### config.mk
export PLATFORM = sky130hd
export DESIGN_NAME = quadrature_index_position_reset
export DESIGN_NICKNAME = d
export VERILOG_FILES = /design/src/include/qdec_pkg.sv /design/src/hw/quadrature_index_position_reset.sv
export VERILOG_INCLUDE_DIRS = /design/src /design/src/include
export SDC_FILE = /design/constraint.sdc
export NUM_CORES = 1
export LEC_CHECK = 0
export ABC_AREA = 1
export BUFFER_PORTS_ARGS = -buffer_cell sky130_fd_sc_hd__clkbuf_2
export CAP_MARGIN = 20
export CELL_PAD_IN_SITES_DETAIL_PLACEMENT = 1
export CELL_PAD_IN_SITES_GLOBAL_PLACEMENT = 2
export CORE_ASPECT_RATIO = 0.7
export CORE_MARGIN = 2
export CORE_UTILIZATION = 35
export CTS_CLUSTER_DIAMETER = 150
export CTS_CLUSTER_SIZE = 8
export DETAILED_ROUTE_END_ITERATION = 8
export GPL_TIMING_DRIVEN = 0
export PLACE_DENSITY = 0.85
export SLEW_MARGIN = 40
export SYNTH_ARGS = -nofsm -noshare
export SYNTH_HDL_FRONTEND = slang
export SYNTH_SLANG_ARGS = --single-unit
### constraint.sdc
create_clock -name aclk -period 5.23 [get_ports aclk]
set_input_delay 0.523 -clock aclk [delete_from_list [all_inputs] [get_ports aclk]]
set_output_delay 0.523 -clock aclk [all_outputs]
set_load 0.05 [all_outputs]
### src/include/qdec_defs.svh
`ifndef QDEC_DEFS_SVH
`define QDEC_DEFS_SVH

// ----------------------------------------------------------------
// Bus geometry
// ----------------------------------------------------------------
`define QD_AW            4
`define QD_DW            32

// ----------------------------------------------------------------
// Register byte offsets
// ----------------------------------------------------------------
`define QD_OFS_CTRL      4'h0
`define QD_OFS_POS       4'h4
`define QD_OFS_PMAX      4'h8
`define QD_OFS_STS       4'hC

// ----------------------------------------------------------------
// Register selector codes
// ----------------------------------------------------------------
`define QD_SEL_CTRL      3'h0
`define QD_SEL_POS       3'h1
`define QD_SEL_PMAX      3'h2
`define QD_SEL_STS       3'h3
`define QD_SEL_NONE      3'h4

// ----------------------------------------------------------------
// Field positions
// ----------------------------------------------------------------
`define QD_CTRL_MODE_LO  0
`define QD_CTRL_MODE_HI  1
`define QD_CTRL_CNT_EN   2
`define QD_STS_FIRST     0
`define QD_STS_FDIR      1
`define QD_STS_DIR       2
`define QD_STS_PHERR     3
`define QD_STS_EDGE_LO   4
`define QD_STS_EDGE_HI   5

// ----------------------------------------------------------------
// Values
// ----------------------------------------------------------------
`define QD_MODE_INDEX    2'h0
`define QD_RESP_OKAY     2'h0
`define QD_RESP_SLVERR   2'h2
`define QD_POS_ZERO      32'h0000_0000
`define QD_POS_ONE       32'h0000_0001

// Input vector bit positions
`define QD_IN_A          0
`define QD_IN_B          1
`define QD_IN_I          2

`endif

### src/include/qdec_pkg.sv
package qdec_pkg;

    typedef enum logic [1:0]
    {
        IDX_IDLE  = 2'b00,
        IDX_ARMED = 2'b01,
        IDX_DONE  = 2'b10
    } idx_state_t;

    typedef struct packed
    {
        logic [2:0]  in_s1;
        logic [2:0]  in_s2;
        logic [1:0]  ab_prev;
        logic [1:0]  mode;
        logic        cnt_en;
        logic [31:0] pos;
        logic [31:0] pmax;
        logic        first_seen;
        logic        first_dir;
        logic        dir_fwd;
        logic        ph_err;
        logic [1:0]  edge_code;
        idx_state_t  idx_st;
        logic        rst_pend;
        logic        rst_fwd;
        logic        awready;
        logic        aw_have;
        logic [3:0]  awaddr;
        logic        wready;
        logic        w_have;
        logic [31:0] wdata;
        logic [3:0]  wstrb;
        logic        bvalid;
        logic [1:0]  bresp;
        logic        arready;
        logic        rvalid;
        logic [1:0]  rresp;
        logic [31:0] rdata;
    } state_t;

endpackage

### src/hw/quadrature_index_position_reset.sv
`include "qdec_defs.svh"

module quadrature_index_position_reset
(
    input  wire logic        aclk,
    input  wire logic        aresetn,
    input  wire logic        ce,
    input  wire logic        phase_a,
    input  wire logic        phase_b,
    input  wire logic        index_in,
    input  wire logic [3:0]  s_axi_awaddr,
    input  wire logic        s_axi_awvalid,
    output logic             s_axi_awready,
    input  wire logic [31:0] s_axi_wdata,
    input  wire logic [3:0]  s_axi_wstrb,
    input  wire logic        s_axi_wvalid,
    output logic             s_axi_wready,
    output logic [1:0]       s_axi_bresp,
    output logic             s_axi_bvalid,
    input  wire logic        s_axi_bready,
    input  wire logic [3:0]  s_axi_araddr,
    input  wire logic        s_axi_arvalid,
    output logic             s_axi_arready,
    output logic [31:0]      s_axi_rdata,
    output logic [1:0]       s_axi_rresp,
    output logic             s_axi_rvalid,
    input  wire logic        s_axi_rready
);

    // ----------------------------------------------------------------
    // Helpers
    // ----------------------------------------------------------------
    function automatic logic [2:0] reg_sel(input logic [3:0] addr);
        case (addr)
            `QD_OFS_CTRL: reg_sel = `QD_SEL_CTRL;
            `QD_OFS_POS:  reg_sel = `QD_SEL_POS;
            `QD_OFS_PMAX: reg_sel = `QD_SEL_PMAX;
            `QD_OFS_STS:  reg_sel = `QD_SEL_STS;
            default:      reg_sel = `QD_SEL_NONE;
        endcase
    endfunction

    function automatic logic [31:0] merge(input logic [31:0] old_v,
                                          input logic [31:0] new_v,
                                          input logic [3:0]  strb);
        logic [31:0] r;
        r = old_v;
        for (int i = 0; i < 4; i++)
        begin
            if (strb[i])
            begin
                r[i*8 +: 8] = new_v[i*8 +: 8];
            end
        end
        merge = r;
    endfunction

    qdec_pkg::state_t st_q;
    qdec_pkg::state_t st_d;

    logic [1:0]  ab_now;
    logic [1:0]  ab_diff;
    logic        edge_ok;
    logic        edge_bad;
    logic        fwd_now;
    logic [1:0]  code_now;
    logic        idx_now;
    logic [31:0] sts_word;
    logic [31:0] ctrl_word;
    logic [31:0] ctrl_wr;

    always_comb
    begin
        ab_now   = {st_q.in_s2[`QD_IN_B], st_q.in_s2[`QD_IN_A]};
        idx_now  = st_q.in_s2[`QD_IN_I];
        ab_diff  = ab_now ^ st_q.ab_prev;
        edge_ok  = ab_diff[0] ^ ab_diff[1];
        edge_bad = ab_diff[0] & ab_diff[1];
        // Forward when A leads B
        fwd_now  = st_q.ab_prev[1] ^ ab_now[0];
        // Edge identity: which phase moved and its new level
        code_now = ab_diff[1] ? {1'b1, ab_now[1]} : {1'b0, ab_now[0]};

        ctrl_word = '0;
        ctrl_word[`QD_CTRL_MODE_HI:`QD_CTRL_MODE_LO] = st_q.mode;
        ctrl_word[`QD_CTRL_CNT_EN] = st_q.cnt_en;
        ctrl_wr = merge(ctrl_word, st_q.wdata, st_q.wstrb);

        sts_word = '0;
        sts_word[`QD_STS_FIRST] = st_q.first_seen;
        sts_word[`QD_STS_FDIR]  = st_q.first_dir;
        sts_word[`QD_STS_DIR]   = st_q.dir_fwd;
        sts_word[`QD_STS_PHERR] = st_q.ph_err;
        sts_word[`QD_STS_EDGE_HI:`QD_STS_EDGE_LO] = st_q.edge_code;
    end

    // ----------------------------------------------------------------
    // Next state
    // ----------------------------------------------------------------
    always_comb
    begin
        st_d = st_q;

        // Only the second stage is read by logic
        st_d.in_s1   = {index_in, phase_b, phase_a};
        st_d.in_s2   = st_q.in_s1;
        st_d.ab_prev = ab_now;

        st_d.dir_fwd = edge_ok ? fwd_now : st_q.dir_fwd;
        st_d.ph_err  = st_q.ph_err | edge_bad;

        // Counting, with wrap at the maximum
        if (st_q.cnt_en && edge_ok)
        begin
            if (fwd_now)
            begin
                st_d.pos = (st_q.pos == st_q.pmax) ? `QD_POS_ZERO : st_q.pos + `QD_POS_ONE;
            end
            else
            begin
                st_d.pos = (st_q.pos == `QD_POS_ZERO) ? st_q.pmax : st_q.pos - `QD_POS_ONE;
            end
        end

        // Index reset lands one clock after the qualifying edge
        st_d.rst_pend = 1'b0;
        if (st_q.rst_pend)
        begin
            st_d.pos = st_q.rst_fwd ? `QD_POS_ZERO : st_q.pmax;
        end

        // Index tracking; only the stored edge is compared, never the
        // direction, so a reversal inside the pulse can fire off-position
        if (st_q.mode != `QD_MODE_INDEX)
        begin
            st_d.idx_st = qdec_pkg::IDX_IDLE;
        end
        else
        begin
            case (st_q.idx_st)
                qdec_pkg::IDX_IDLE:
                begin
                    if (idx_now)
                    begin
                        st_d.idx_st = qdec_pkg::IDX_ARMED;
                    end
                end
                qdec_pkg::IDX_ARMED:
                begin
                    if (!idx_now)
                    begin
                        st_d.idx_st = qdec_pkg::IDX_IDLE;
                    end
                    else if (edge_ok && !st_q.first_seen)
                    begin
                        st_d.first_seen = 1'b1;
                        st_d.first_dir  = fwd_now;
                        st_d.edge_code  = code_now;
                        st_d.rst_pend   = 1'b1;
                        st_d.rst_fwd    = fwd_now;
                        st_d.idx_st     = qdec_pkg::IDX_DONE;
                    end
                    else if (edge_ok && code_now == st_q.edge_code)
                    begin
                        // Reversal mid-pulse still matches here
                        // A clean pulse matches on the true edge
                        st_d.rst_pend = 1'b1;
                        st_d.rst_fwd  = fwd_now;
                        st_d.idx_st   = qdec_pkg::IDX_DONE;
                    end
                end
                qdec_pkg::IDX_DONE:
                begin
                    if (!idx_now)
                    begin
                        st_d.idx_st = qdec_pkg::IDX_IDLE;
                    end
                end
                default:
                begin
                    st_d.idx_st = qdec_pkg::IDX_IDLE;
                end
            endcase
        end

        // ------------------------------------------------------------
        // AXI4-Lite write path
        // ------------------------------------------------------------
        if (st_q.bvalid && s_axi_bready)
        begin
            st_d.bvalid = 1'b0;
        end
        if (st_q.awready && s_axi_awvalid)
        begin
            st_d.aw_have = 1'b1;
            st_d.awaddr  = s_axi_awaddr;
        end
        if (st_q.wready && s_axi_wvalid)
        begin
            st_d.w_have = 1'b1;
            st_d.wdata  = s_axi_wdata;
            st_d.wstrb  = s_axi_wstrb;
        end
        if (st_q.aw_have && st_q.w_have && !st_q.bvalid)
        begin
            st_d.aw_have = 1'b0;
            st_d.w_have  = 1'b0;
            st_d.bvalid  = 1'b1;
            st_d.bresp   = `QD_RESP_OKAY;
            case (reg_sel(st_q.awaddr))
                `QD_SEL_CTRL:
                begin
                    st_d.mode   = ctrl_wr[`QD_CTRL_MODE_HI:`QD_CTRL_MODE_LO];
                    st_d.cnt_en = ctrl_wr[`QD_CTRL_CNT_EN];
                end
                // Software load beats counting and index reset
                `QD_SEL_POS:  st_d.pos  = merge(st_q.pos, st_q.wdata, st_q.wstrb);
                `QD_SEL_PMAX: st_d.pmax = merge(st_q.pmax, st_q.wdata, st_q.wstrb);
                `QD_SEL_STS:
                begin
                    // Write one to clear; a same-cycle set wins
                    if (st_q.wstrb[0] && st_q.wdata[`QD_STS_FIRST] && st_q.first_seen)
                    begin
                        st_d.first_seen = 1'b0;
                    end
                    if (st_q.wstrb[0] && st_q.wdata[`QD_STS_PHERR] && !edge_bad)
                    begin
                        st_d.ph_err = 1'b0;
                    end
                end
                default: st_d.bresp = `QD_RESP_SLVERR;
            endcase
        end
        st_d.awready = !st_d.aw_have && !st_d.bvalid;
        st_d.wready  = !st_d.w_have && !st_d.bvalid;

        // ------------------------------------------------------------
        // AXI4-Lite read path
        // ------------------------------------------------------------
        if (st_q.rvalid && s_axi_rready)
        begin
            st_d.rvalid = 1'b0;
        end
        if (st_q.arready && s_axi_arvalid)
        begin
            st_d.rvalid = 1'b1;
            st_d.rresp  = `QD_RESP_OKAY;
            case (reg_sel(s_axi_araddr))
                `QD_SEL_CTRL: st_d.rdata = ctrl_word;
                `QD_SEL_POS:  st_d.rdata = st_q.pos;
                `QD_SEL_PMAX: st_d.rdata = st_q.pmax;
                `QD_SEL_STS:  st_d.rdata = sts_word;
                default:
                begin
                    st_d.rdata = '0;
                    st_d.rresp = `QD_RESP_SLVERR;
                end
            endcase
        end
        st_d.arready = !st_d.rvalid;
    end

    // ----------------------------------------------------------------
    // State register
    // ----------------------------------------------------------------
    always_ff @(posedge aclk)
    begin
        if (!aresetn)
        begin
            st_q <= '0;
        end
        else if (ce)
        begin
            st_q <= st_d;
        end
    end

    assign s_axi_awready = st_q.awready;
    assign s_axi_wready  = st_q.wready;
    assign s_axi_bvalid  = st_q.bvalid;
    assign s_axi_bresp   = st_q.bresp;
    assign s_axi_arready = st_q.arready;
    assign s_axi_rvalid  = st_q.rvalid;
    assign s_axi_rresp   = st_q.rresp;
    assign s_axi_rdata   = st_q.rdata;

endmodule

* Yosys cells after proc, flatten, opt, wreduce, memory -nomap -nowiden
Index checks and enable logic that the tools add are counted. W data, S select, Z words.
Cells by class: add/sub/neg operators 2, equality and inequality tests 23, muxes and demuxes 52, bitwise logic cells 6, reduce and logical (&&, ||, !) cells 50
Operators by type and width (count):
- $mux W32 | 8
- $pmux W32 S4 | 1
- $mux W65 | 1
- $mux W8 | 8
- $mux W37 | 1
- $mux W35 | 1
- $add A32 B1 Y32 const B | 1
- $eq A32 B32 Y1 | 1
- $logic_not A32 Y1 | 1
- $sub A32 B1 Y32 const B | 1
- $mux W2 | 14
- $pmux W3 S4 | 2
- $reduce_and A4 Y1 | 6
- $ne A3 B3 Y1 const B | 6
- $reduce_and A2 Y1 | 9
- $eq A4 B4 Y1 const B | 4
- $logic_and A1 B1 Y1 | 16
- $eq A3 B2 Y1 const B | 4
- $reduce_and A5 Y1 | 2
- $mux W1 | 9
- $mux W3 | 3
- $eq A4 B3 Y1 const B | 2
- $logic_not A4 Y1 | 2
- $mux W4 | 2
- 17 further kinds | 28
Word-level totals: flip-flop bits (word level) 168, input port bits 55, output and inout bits 41, word-level logic and storage cells 167

* Longest topological paths before layout
Gate-level depths: netlist of the first run.
depth in word-level cells 10, gate-level depth with buffers 16, mapped depth without buffers 15

* Worst setup path before layout of the first run
No wires, ideal clock.
path type register to register, start point register st_q (netlist bit s_axi_bvalid), end point register st_q[126] (netlist bit), setup time 0.119 ns, arrival time 1.754 ns, required time 5.111 ns, setup slack 3.356 ns, cell stages (with the launch flop) 9, buffers on the path 0, path through dfxtp_1 -> nor3_4 -> inv_2 -> nor3_2 -> nor2_1 -> nor2_1 -> inv_1 -> o21ai_0 -> a21oi_1
Between the ends: longest elaborated chain between the ends 4, elaborated cells between the ends (all ways) 5, classes of those cells eq/ne (1); mux (1); reduce/logical (3)
RTL lines:
- from (decl) | line quadrature_index_position_reset.sv:58 | qdec_pkg::state_t st_q;
- from (signal assigned) | line quadrature_index_position_reset.sv:274 | st_q <= st_d;
- $logic_not A1 Y1 (*) | line quadrature_index_position_reset.sv:204 | if (st_q.aw_have && st_q.w_have && !st_q.bvalid)
- $logic_and A1 B1 Y1 (*) | line quadrature_index_position_reset.sv:204
- $ne A3 B3 Y1 (no source line)
- $reduce_and A2 Y1 (no source line)
Every way passes the cells marked *; elsewhere a longest branch is shown, timed or not. A chain may end at the register's enable or synchronous reset.

* Worst setup path in the final report of the first run
start point register st_q[126] (netlist bit), end point register st_q[151] (netlist bit)
Between the ends: longest elaborated chain between the ends 7, elaborated cells between the ends (all ways) 11, classes of those cells add/sub (2); eq/ne (1); mux (7); reduce/logical (1)
RTL lines:
- $sub A32 B1 Y32 (no source line) (tied with other cells)
- $mux W32 (no source line)
- $mux W32 (*) | line quadrature_index_position_reset.sv:115 | if (fwd_now)
- $mux W32 (*) | line quadrature_index_position_reset.sv:113 | if (st_q.cnt_en && edge_ok)
- $mux W32 (*) | line quadrature_index_position_reset.sv:127 | if (st_q.rst_pend)
- $mux W32 | line quadrature_index_position_reset.sv:210 | case (reg_sel(st_q.awaddr))
- $mux W65 (*) | line quadrature_index_position_reset.sv:204
Marked as above.

==> out/metrics.yaml, run 1 <==
yosys:
  synth_warnings: 0
  syn_area_per_cell_um2: 6.16
  synthTopCellsByCount: "nand2_1, a21oi_1, dfxtp_1"
  synth_area_leaders: "dfxtp_1, nand2_1, a21oi_1, o21ai_0, nand3_1"
  synth.yosys.seq_area_share_pct: 30.3
  yosysUniqueCellTypes: 46
  synth_seq_cells: 166
  synth_largest_area_cell: "dfxtp_1"
  post_synth_inst_count: 1782
  synth_ff_type: "dfxtp_1"
  synth_most_common_cell: "nand2_1"
  synthArstFlopShare_pct: 0
  synth_top_area_share_pct: 30.3
  syn_area_um2: 11000
  synth_edf_count: 0
layout:
  fillers: 4205
  post-route-util_pct: 40.6
  diodes: 0
  drive_gt1_share_pct: 13.7
  fin_nets: 1954
  syn2layout_area_growth_pct: 14.7
worst_setup_path:
  crit_slowest_cell: "nor2_2"
  arrival_ps: 3220
  crit_chain: "inv_1 > ha_1 > nand2_1 > nor2_1 > nand2_1 > nor2_2 > nand2_1 > nand2_1 > nand2_1 > nand2_1 > nand3_1 > nand2_1 > nand2_1 > nand2_1 > a21oi_1"
  critPathMaxStageDelay_ps: 460
  path_delay_family: "simple AND/OR/NAND/NOR gates"
  cp.required_ps: 5560
  r2r_setup_slack_ps: 2340
  worstSetupPathType: "flop to flop"
  critPathBufInv: 1
  cp_max_fo: 7
  crit_path_end_kind: "flop"
  crit_top_cell: "nand2_1"
  start_kind: "flop"
  rr_worst_depth: 15
  reg2reg_to: "st_q[151]"
  reg2reg_from: "st_q[126]"
placed_design:
  place.gp.congestion: 0.976
  dp_hpwl_um: 39400
  port_buffers: 93
floorplanning:
  io_pins: 96
  initial_core_util_pct: 35.4
  rows: 54
  die_area_um2: 32800
  core-area_um2: 31000
  die_h_um: 152
  die_x_um: 216
clock_network:
  clk_path_buf_depth: 2
  clk-insertion-delay-late_ps: 470
  cts_resized: 0
  post_cts_buffers: 0
  cts_tree: "built"
  postCtsHoldBufs: 0
  htreeDepth: 4
  cts.clk_slew.worst_paths_ps: 80
  cts-buffers-inserted: 17
  root_buffer: "clkbuf_16"
  cts.sinks: 166
global_routing:
  grtUsageTotal_pct: 29.5
  overflow: 0
  grt_pass1_vias: 11852
  antenna_found_initial: 0
  grt_max_degree: 18
  grt_pass1_wl_um: 73200
route:
  avgViaCountPerCell: 5.26
  ant_nets: 0
  drc: 0
  first_iter_violations: 1041
  wirelength_um: 48700
  vias: 12250
  wl_per_cell_um: 20.9
  drt-pass1-iter-count: 5
power_and_ir_drop:
  p_leak_uw: 0.00535
  peakVddDrop_v: 0.000159
  p_per_area_nw_per_um2: 257
sta:
  worst_pin_slew_ps: 846
  slew-limit-headroom_pct: 43.4
  finClkSkew_ps: 19.0
  finalHoldViolCount: 0
  fmax_mhz: 347
  finalCriticalPeriod_ps: 2890
  setup_violations: 0
  fin_crit_sh_pct: 55.2
  rsz0062_at_grt: "no"
  drv_slew: 0
  setup_tns_ps: 0
outcome:
  run_status: "finished, final reports clean"
worst_hold_path:
  hold_path_end: "st_d[163]"
  worstHoldPathCells: 3
  min-delay-start: "phase_b"
  hp-class: "primary input to flop"
job:
  cap_violations: 0
metal layers:
metal / GRT usage [%] / up-vias / part of all wire, %
li1: - / 5972 / -
met1: 44.4 / 5849 / 50
met2: 42.2 / 392 / 40
met3: 7.03 / 37 / 8.1
met4: 6.44 / 0 / 1.5
met5: 0 / - / 0
power by group:
group	total, uW	internal, uW	switching (uW)
clock network	1320	694	627
registers	1310	1290	14.5
logic	608	166	441
stage by stage:
stage	hold WS, ps	instances	area (um2)	worst slack, ps	power [uW]
final	279	2328	12600	2340	3230
after global routing	293	2328	12600	2170	3370
after CTS	269	2328	12600	2410	3260
after detailed placement	441	2296	12000	2390	1930
after global placement	435	2296	12000	2020	1920
after floorplan	424	1783	11000	3360	1710
kinds of logic (layout without fill, tap and decap cells):
group	after synthesis	in the layout	synth area share, %
AND/OR/NAND/NOR	854	854	33.4
AO/OA/AOI/OAI	403	403	19.4
buffers and inverters	311	436	13.0
flip-flops	166	166	30.3
XOR/XNOR	43	43	3.50
adder cells (fa/ha/maj)	4	4	0.456
other	1	2	0.0341
placed cells by master (no fill, tap or decap), types with 6 or more instances in the layout:
master,instances
nand2_1,517
a21oi_1,219
dfxtp_1,166
inv_1,161
nor2_1,133
o21ai_0,129
nand3_1,127
clkbuf_2,94
clkbuf_1,58
buf_4,48
o22ai_1,31
buf_2,30
xor2_1,26
nor2_2,18
nand4_1,17
clkbuf_16,17
xnor2_1,16
a211oi_1,14
nand2_2,7
nand3b_1,7
inv_2,6
nor3_1,6
nor2_4,6
sequential cells by signal, indices dropped and copies added (netlist names):
register / count
ctrl_word: 3
ab_now: 2
s_axi_arready: 1
s_axi_rvalid: 1
idx_now: 1
st_q: 118
s_axi_awready: 1
s_axi_bvalid: 1
s_axi_wready: 1
s_axi_bresp: 1
s_axi_rresp: 1
s_axi_rdata: 32
st_d: 3
worst max-delay path by stage:
stage,startpoint,end,cells past startpoint
finish,st_q[126],st_q[151],15
global route,st_q[126],st_q[155],13
CTS,st_q[126],st_q[151],15
detailed placement,ce,s_axi_rdata[22],7
global placement,ce,s_axi_rdata[22],7
floorplan,s_axi_bvalid,st_q[126],8
area by class of cell:
class | instances | area (um2) | area share, %
Buffer | 142 | 793 | 6.30
Clock buffer | 19 | 443 | 3.52
Clock inverter | 13 | 164 | 1.30
Inverter | 169 | 634 | 5.03
Multi-Input combinational cell | 1306 | 6250 | 49.6
Sequential cell | 166 | 3320 | 26.4
Tap cell | 420 | 526 | 4.17
Timing Repair Buffer | 93 | 465 | 3.69
worst register-to-register path, cell delays in order (launching register included):
cell and delay [ps]:
dfxtp_1 380, inv_1 220, ha_1 420, nand2_1 100, nor2_1 120, nand2_1 80
nor2_2 460, nand2_1 110, nand2_1 200, nand2_1 100, nand2_1 80, nand3_1 120
nand2_1 160, nand2_1 90, nand2_1 60, a21oi_1 60
No activity file was read; power rests on OpenSTA's default activity.
==> run 2: changes to the inputs <==
ABC_AREA = 0   (was 1)
CORE_UTILIZATION = 32   (was 35)
PLACE_DENSITY = 0.76   (was 0.85)
clock period = 2.5 ns   (was 5.23 ns; I/O delays follow)
==> run 2 against run 1 <==
Effect of this change: sequential share of layout area rose by 0.43 points; die area decreased by 1.1%; sequential power increased by 110%; register-to-register slack got worse by 2300 ps; maximum frequency up 17%; worst setup slack worse by 2300 ps.
==> out/metrics.yaml, run 2 <==
sta:
  fin_crit_sh_pct: 99.1  # +44 points
  finClkSkew_ps: 15.0  # -4.05 ps
  finalCriticalPeriod_ps: 2480  # -409 ps
  whs_ps: 7.95  # -271 ps
  drv_slew: 0  # unchanged
  rsz0062_at_grt: "yes"
  finalHoldViolCount: 0  # unchanged
  fmax_mhz: 404  # +17%
  slew-limit-headroom_pct: 41.7  # -1.8 points
  setup_violations: 0  # unchanged
  worst_pin_slew_ps: 875  # +29.4 ps
yosys:
  synth_top_family_by_area: "simple AND/OR/NAND/NOR gates"
  post_synth_inst_count: 1302  # -27%
  synth_ff_type: "dfxtp_1"
  yosysUniqueCellTypes: 74  # +61%
  syn_area_um2: 9930  # -9.6%
  synth.yosys.seq_area_share_pct: 33.5  # +3.2 points
  synth_warnings: 0  # unchanged
  synthAdderAreaFrac_pct: 0.504  # +0.049 points
  synth_area_leaders: "dfxtp_1, nand2_1, a21oi_1, nor2_1, mux2i_1"
  synthArstFlopShare_pct: 0  # unchanged
  synthXorXnorAreaFrac_pct: 6.09  # +2.6 points
  synth_top_area_share_pct: 33.5  # +3.2 points
  synth_seq_cells: 166  # unchanged
  synth-simple-area-share_pct: 25.0  # -8.4 points
  synth_most_common_cell: "nand2_1"
  synthMuxAreaShare_pct: 5.76  # +5.8 points
  synth_largest_area_cell: "dfxtp_1"
  syn_area_per_cell_um2: 7.62  # +24%
  synth_edf_count: 0  # unchanged
  synthTopCellsByCount: "nand2_1, dfxtp_1, nor2_1"
  synth_compound_gate_area_share_pct: 21.1  # +1.7 points
worst_setup_path:
  crit_path_end_kind: "flop"
  cp.required_ps: 2900  # -2660 ps
  worstSetupPathType: "flop to flop"
  arrival_ps: 2870  # -350 ps
  crit_chain: "or4_4 > nor4_4 > nand2_1 > a22o_1 > or3_1 > o311a_1 > a21oi_1"
  cp_max_fo: 6  # -1
  start_kind: "flop"
  critPathMaxStageDelay_ps: 590  # +130 ps
  crit_slowest_cell: "or4_4"
clock_network:
  cts_tree: "built"
  cts.sinks: 166  # unchanged
  htreeDepth: 4  # unchanged
  cts-buffers-inserted: 17  # unchanged
  clk_path_buf_depth: 2  # unchanged
  clk-insertion-delay-late_ps: 470  # about the same
  cts.clk_slew.worst_paths_ps: 80  # about the same
  root_buffer: "clkbuf_16"
route:
  wl_per_cell_um: 25.1  # +20%
  first_iter_violations: 1013  # -2.7%
  drc: 0  # unchanged
  avgViaCountPerCell: 5.78  # +9.9%
  ant_nets: 0  # unchanged
  vias: 10852  # -11%
  drt-pass1-iter-count: 5  # unchanged
  wirelength_um: 47000  # -3.4%
global_routing:
  antenna_found_initial: 2  # +2
  grt_max_degree: 18  # unchanged
  overflow: 0  # unchanged
  grtUsageTotal_pct: 28.9  # -0.62 points
  grt_pass1_wl_um: 68600  # -6.2%
  grt_pass1_vias: 10393  # -12%
layout:
  fillers: 3751  # -11%
  regMostFlops: "st_q"
  mostFrequentLayoutCell: "nand2_1"
  largest_register_ffs: 118  # unchanged
  post-route-util_pct: 41.3  # +0.71 points
  syn2layout_area_growth_pct: 25.9
  finalNonFillerCells: 1876  # -19%
  final_cell_mix: "nand2_1, dfxtp_1, nor2_1"
  drive_gt1_share_pct: 23.2  # +9.6 points
  fin_nets: 1509  # -23%
floorplanning:
  rows: 53  # -1.9%
  io_pins: 96  # unchanged
  initial_core_util_pct: 32.8  # -2.6 points
  die_area_um2: 32500  # -1.1%
  die_h_um: 151  # -0.57%
  core-area_um2: 30200  # -2.5%
  die_x_um: 215  # -0.57%
power_and_ir_drop:
  pwr-share-seq_pct: 41.1  # +0.7 points
  p_sw_share_pct: 31.2  # -2.2 points
  clkPwrFrac_pct: 42.7  # +1.9 points
  power.internal_uw: 4600  # +110%
  p_leak_uw: 0.00491  # -8.2%
  combPwrFrac_pct: 16.2  # -2.6 points
  peakVddDrop_v: 0.000380  # +140%
  p_per_area_nw_per_um2: 535  # +110%
  switchingPower_uw: 2090  # +93%
worst_hold_path:
  hp-class: "primary input to flop"
outcome:
  run_status: "finished, final reports clean"
job:
  cap_violations: 0  # unchanged
placed_design:
  dp.cells: 1808  # -21%
  dp_hpwl_um: 34300  # -13%
  place.gp.congestion: 0.963  # -1.4%
  port_buffers: 91  # -2.2%
-- run 2: final cells by class --
cell class / count / area (um2) / share of cell area [%]
clock inverters: 15 / 180 / 1.44
well taps: 412 / 515 / 4.12
repair buffers: 144 / 943 / 7.55
multi-input cells: 968 / 6180 / 49.4
flip-flops and latches: 166 / 3350 / 26.8
inverters: 18 / 67.6 / 0.540
diodes: 1 / 2.50 / 0.0200
clock buffers: 17 / 425 / 3.40
plain buffers: 135 / 836 / 6.69
-- run 2: power by group through the flow --
stage	Clock (uW)	Combinational [uW]	Sequential (uW)
floorplan	0	584	2800
global placement	0	912	2800
detailed placement	0	925	2800
CTS	2910	1020	2750
global route	3000	1150	2760
finish	2850	1080	2750
-- run 2: cells by family (layout without fill, tap and decap cells) --
kind of cell    after synthesis  in the layout
simple gates                520            520
compound gates              320            320
buf+inv                     169            329
flops                       166            166
xor+xnor                     69             69
mux                          53             53
fa+ha+maj                     4              4
other cells                   1              3
-- run 2: what timing repair did --
item,CTS,global route
hold buffers,25,0
gates cloned,1,0
pin swaps,12,25
buffers inserted,18,9
gates resized for setup,99,94
endpoints found under the hold margin,25,0
endpoints found under the setup margin,119,90
-- run 2: metrics by stage --
stage               cell area (um2)  power, uW  setup slack [ps]  TNS (ps)
global route                  12500       6910             -78.0      -343
detailed placement            11000       3730             -1060    -79620
CTS                           12200       6680              1.81         0
floorplan                      9930       3390              69.3         0
global placement              10900       3710             -1200    -89260
finish                        12500       6690              23.4         0
-- run 2: final timing paths --
path                                      start  cells after the start   endpoint  slack (ps)
worst max-delay path                  st_q[150]                      7  st_q[148]          20
worst min-delay path            s_axi_wdata[24]                      3   st_q[67]           8
worst max register to register        st_q[150]                      7  st_q[148]          20
worst min register to register         st_q[86]                      2   st_q[86]         470
-- run 2: layer usage --
metal	wire [um]	part of all wire [%]	global-route usage, %
met3	4320	9.2	8.90
met1	22400	48	41.2
met2	19300	41	41.6
met4	993	2.1	8.30
met5	12	0.026	0
-- run 2: critical path, delay by kind of cell (launching register included) --
| kind | cells | cell delay (ps) |
|---|---|---|
| simple gates | 4 | 1580 |
| flops | 1 | 310 |
| compound gates | 3 | 520 |
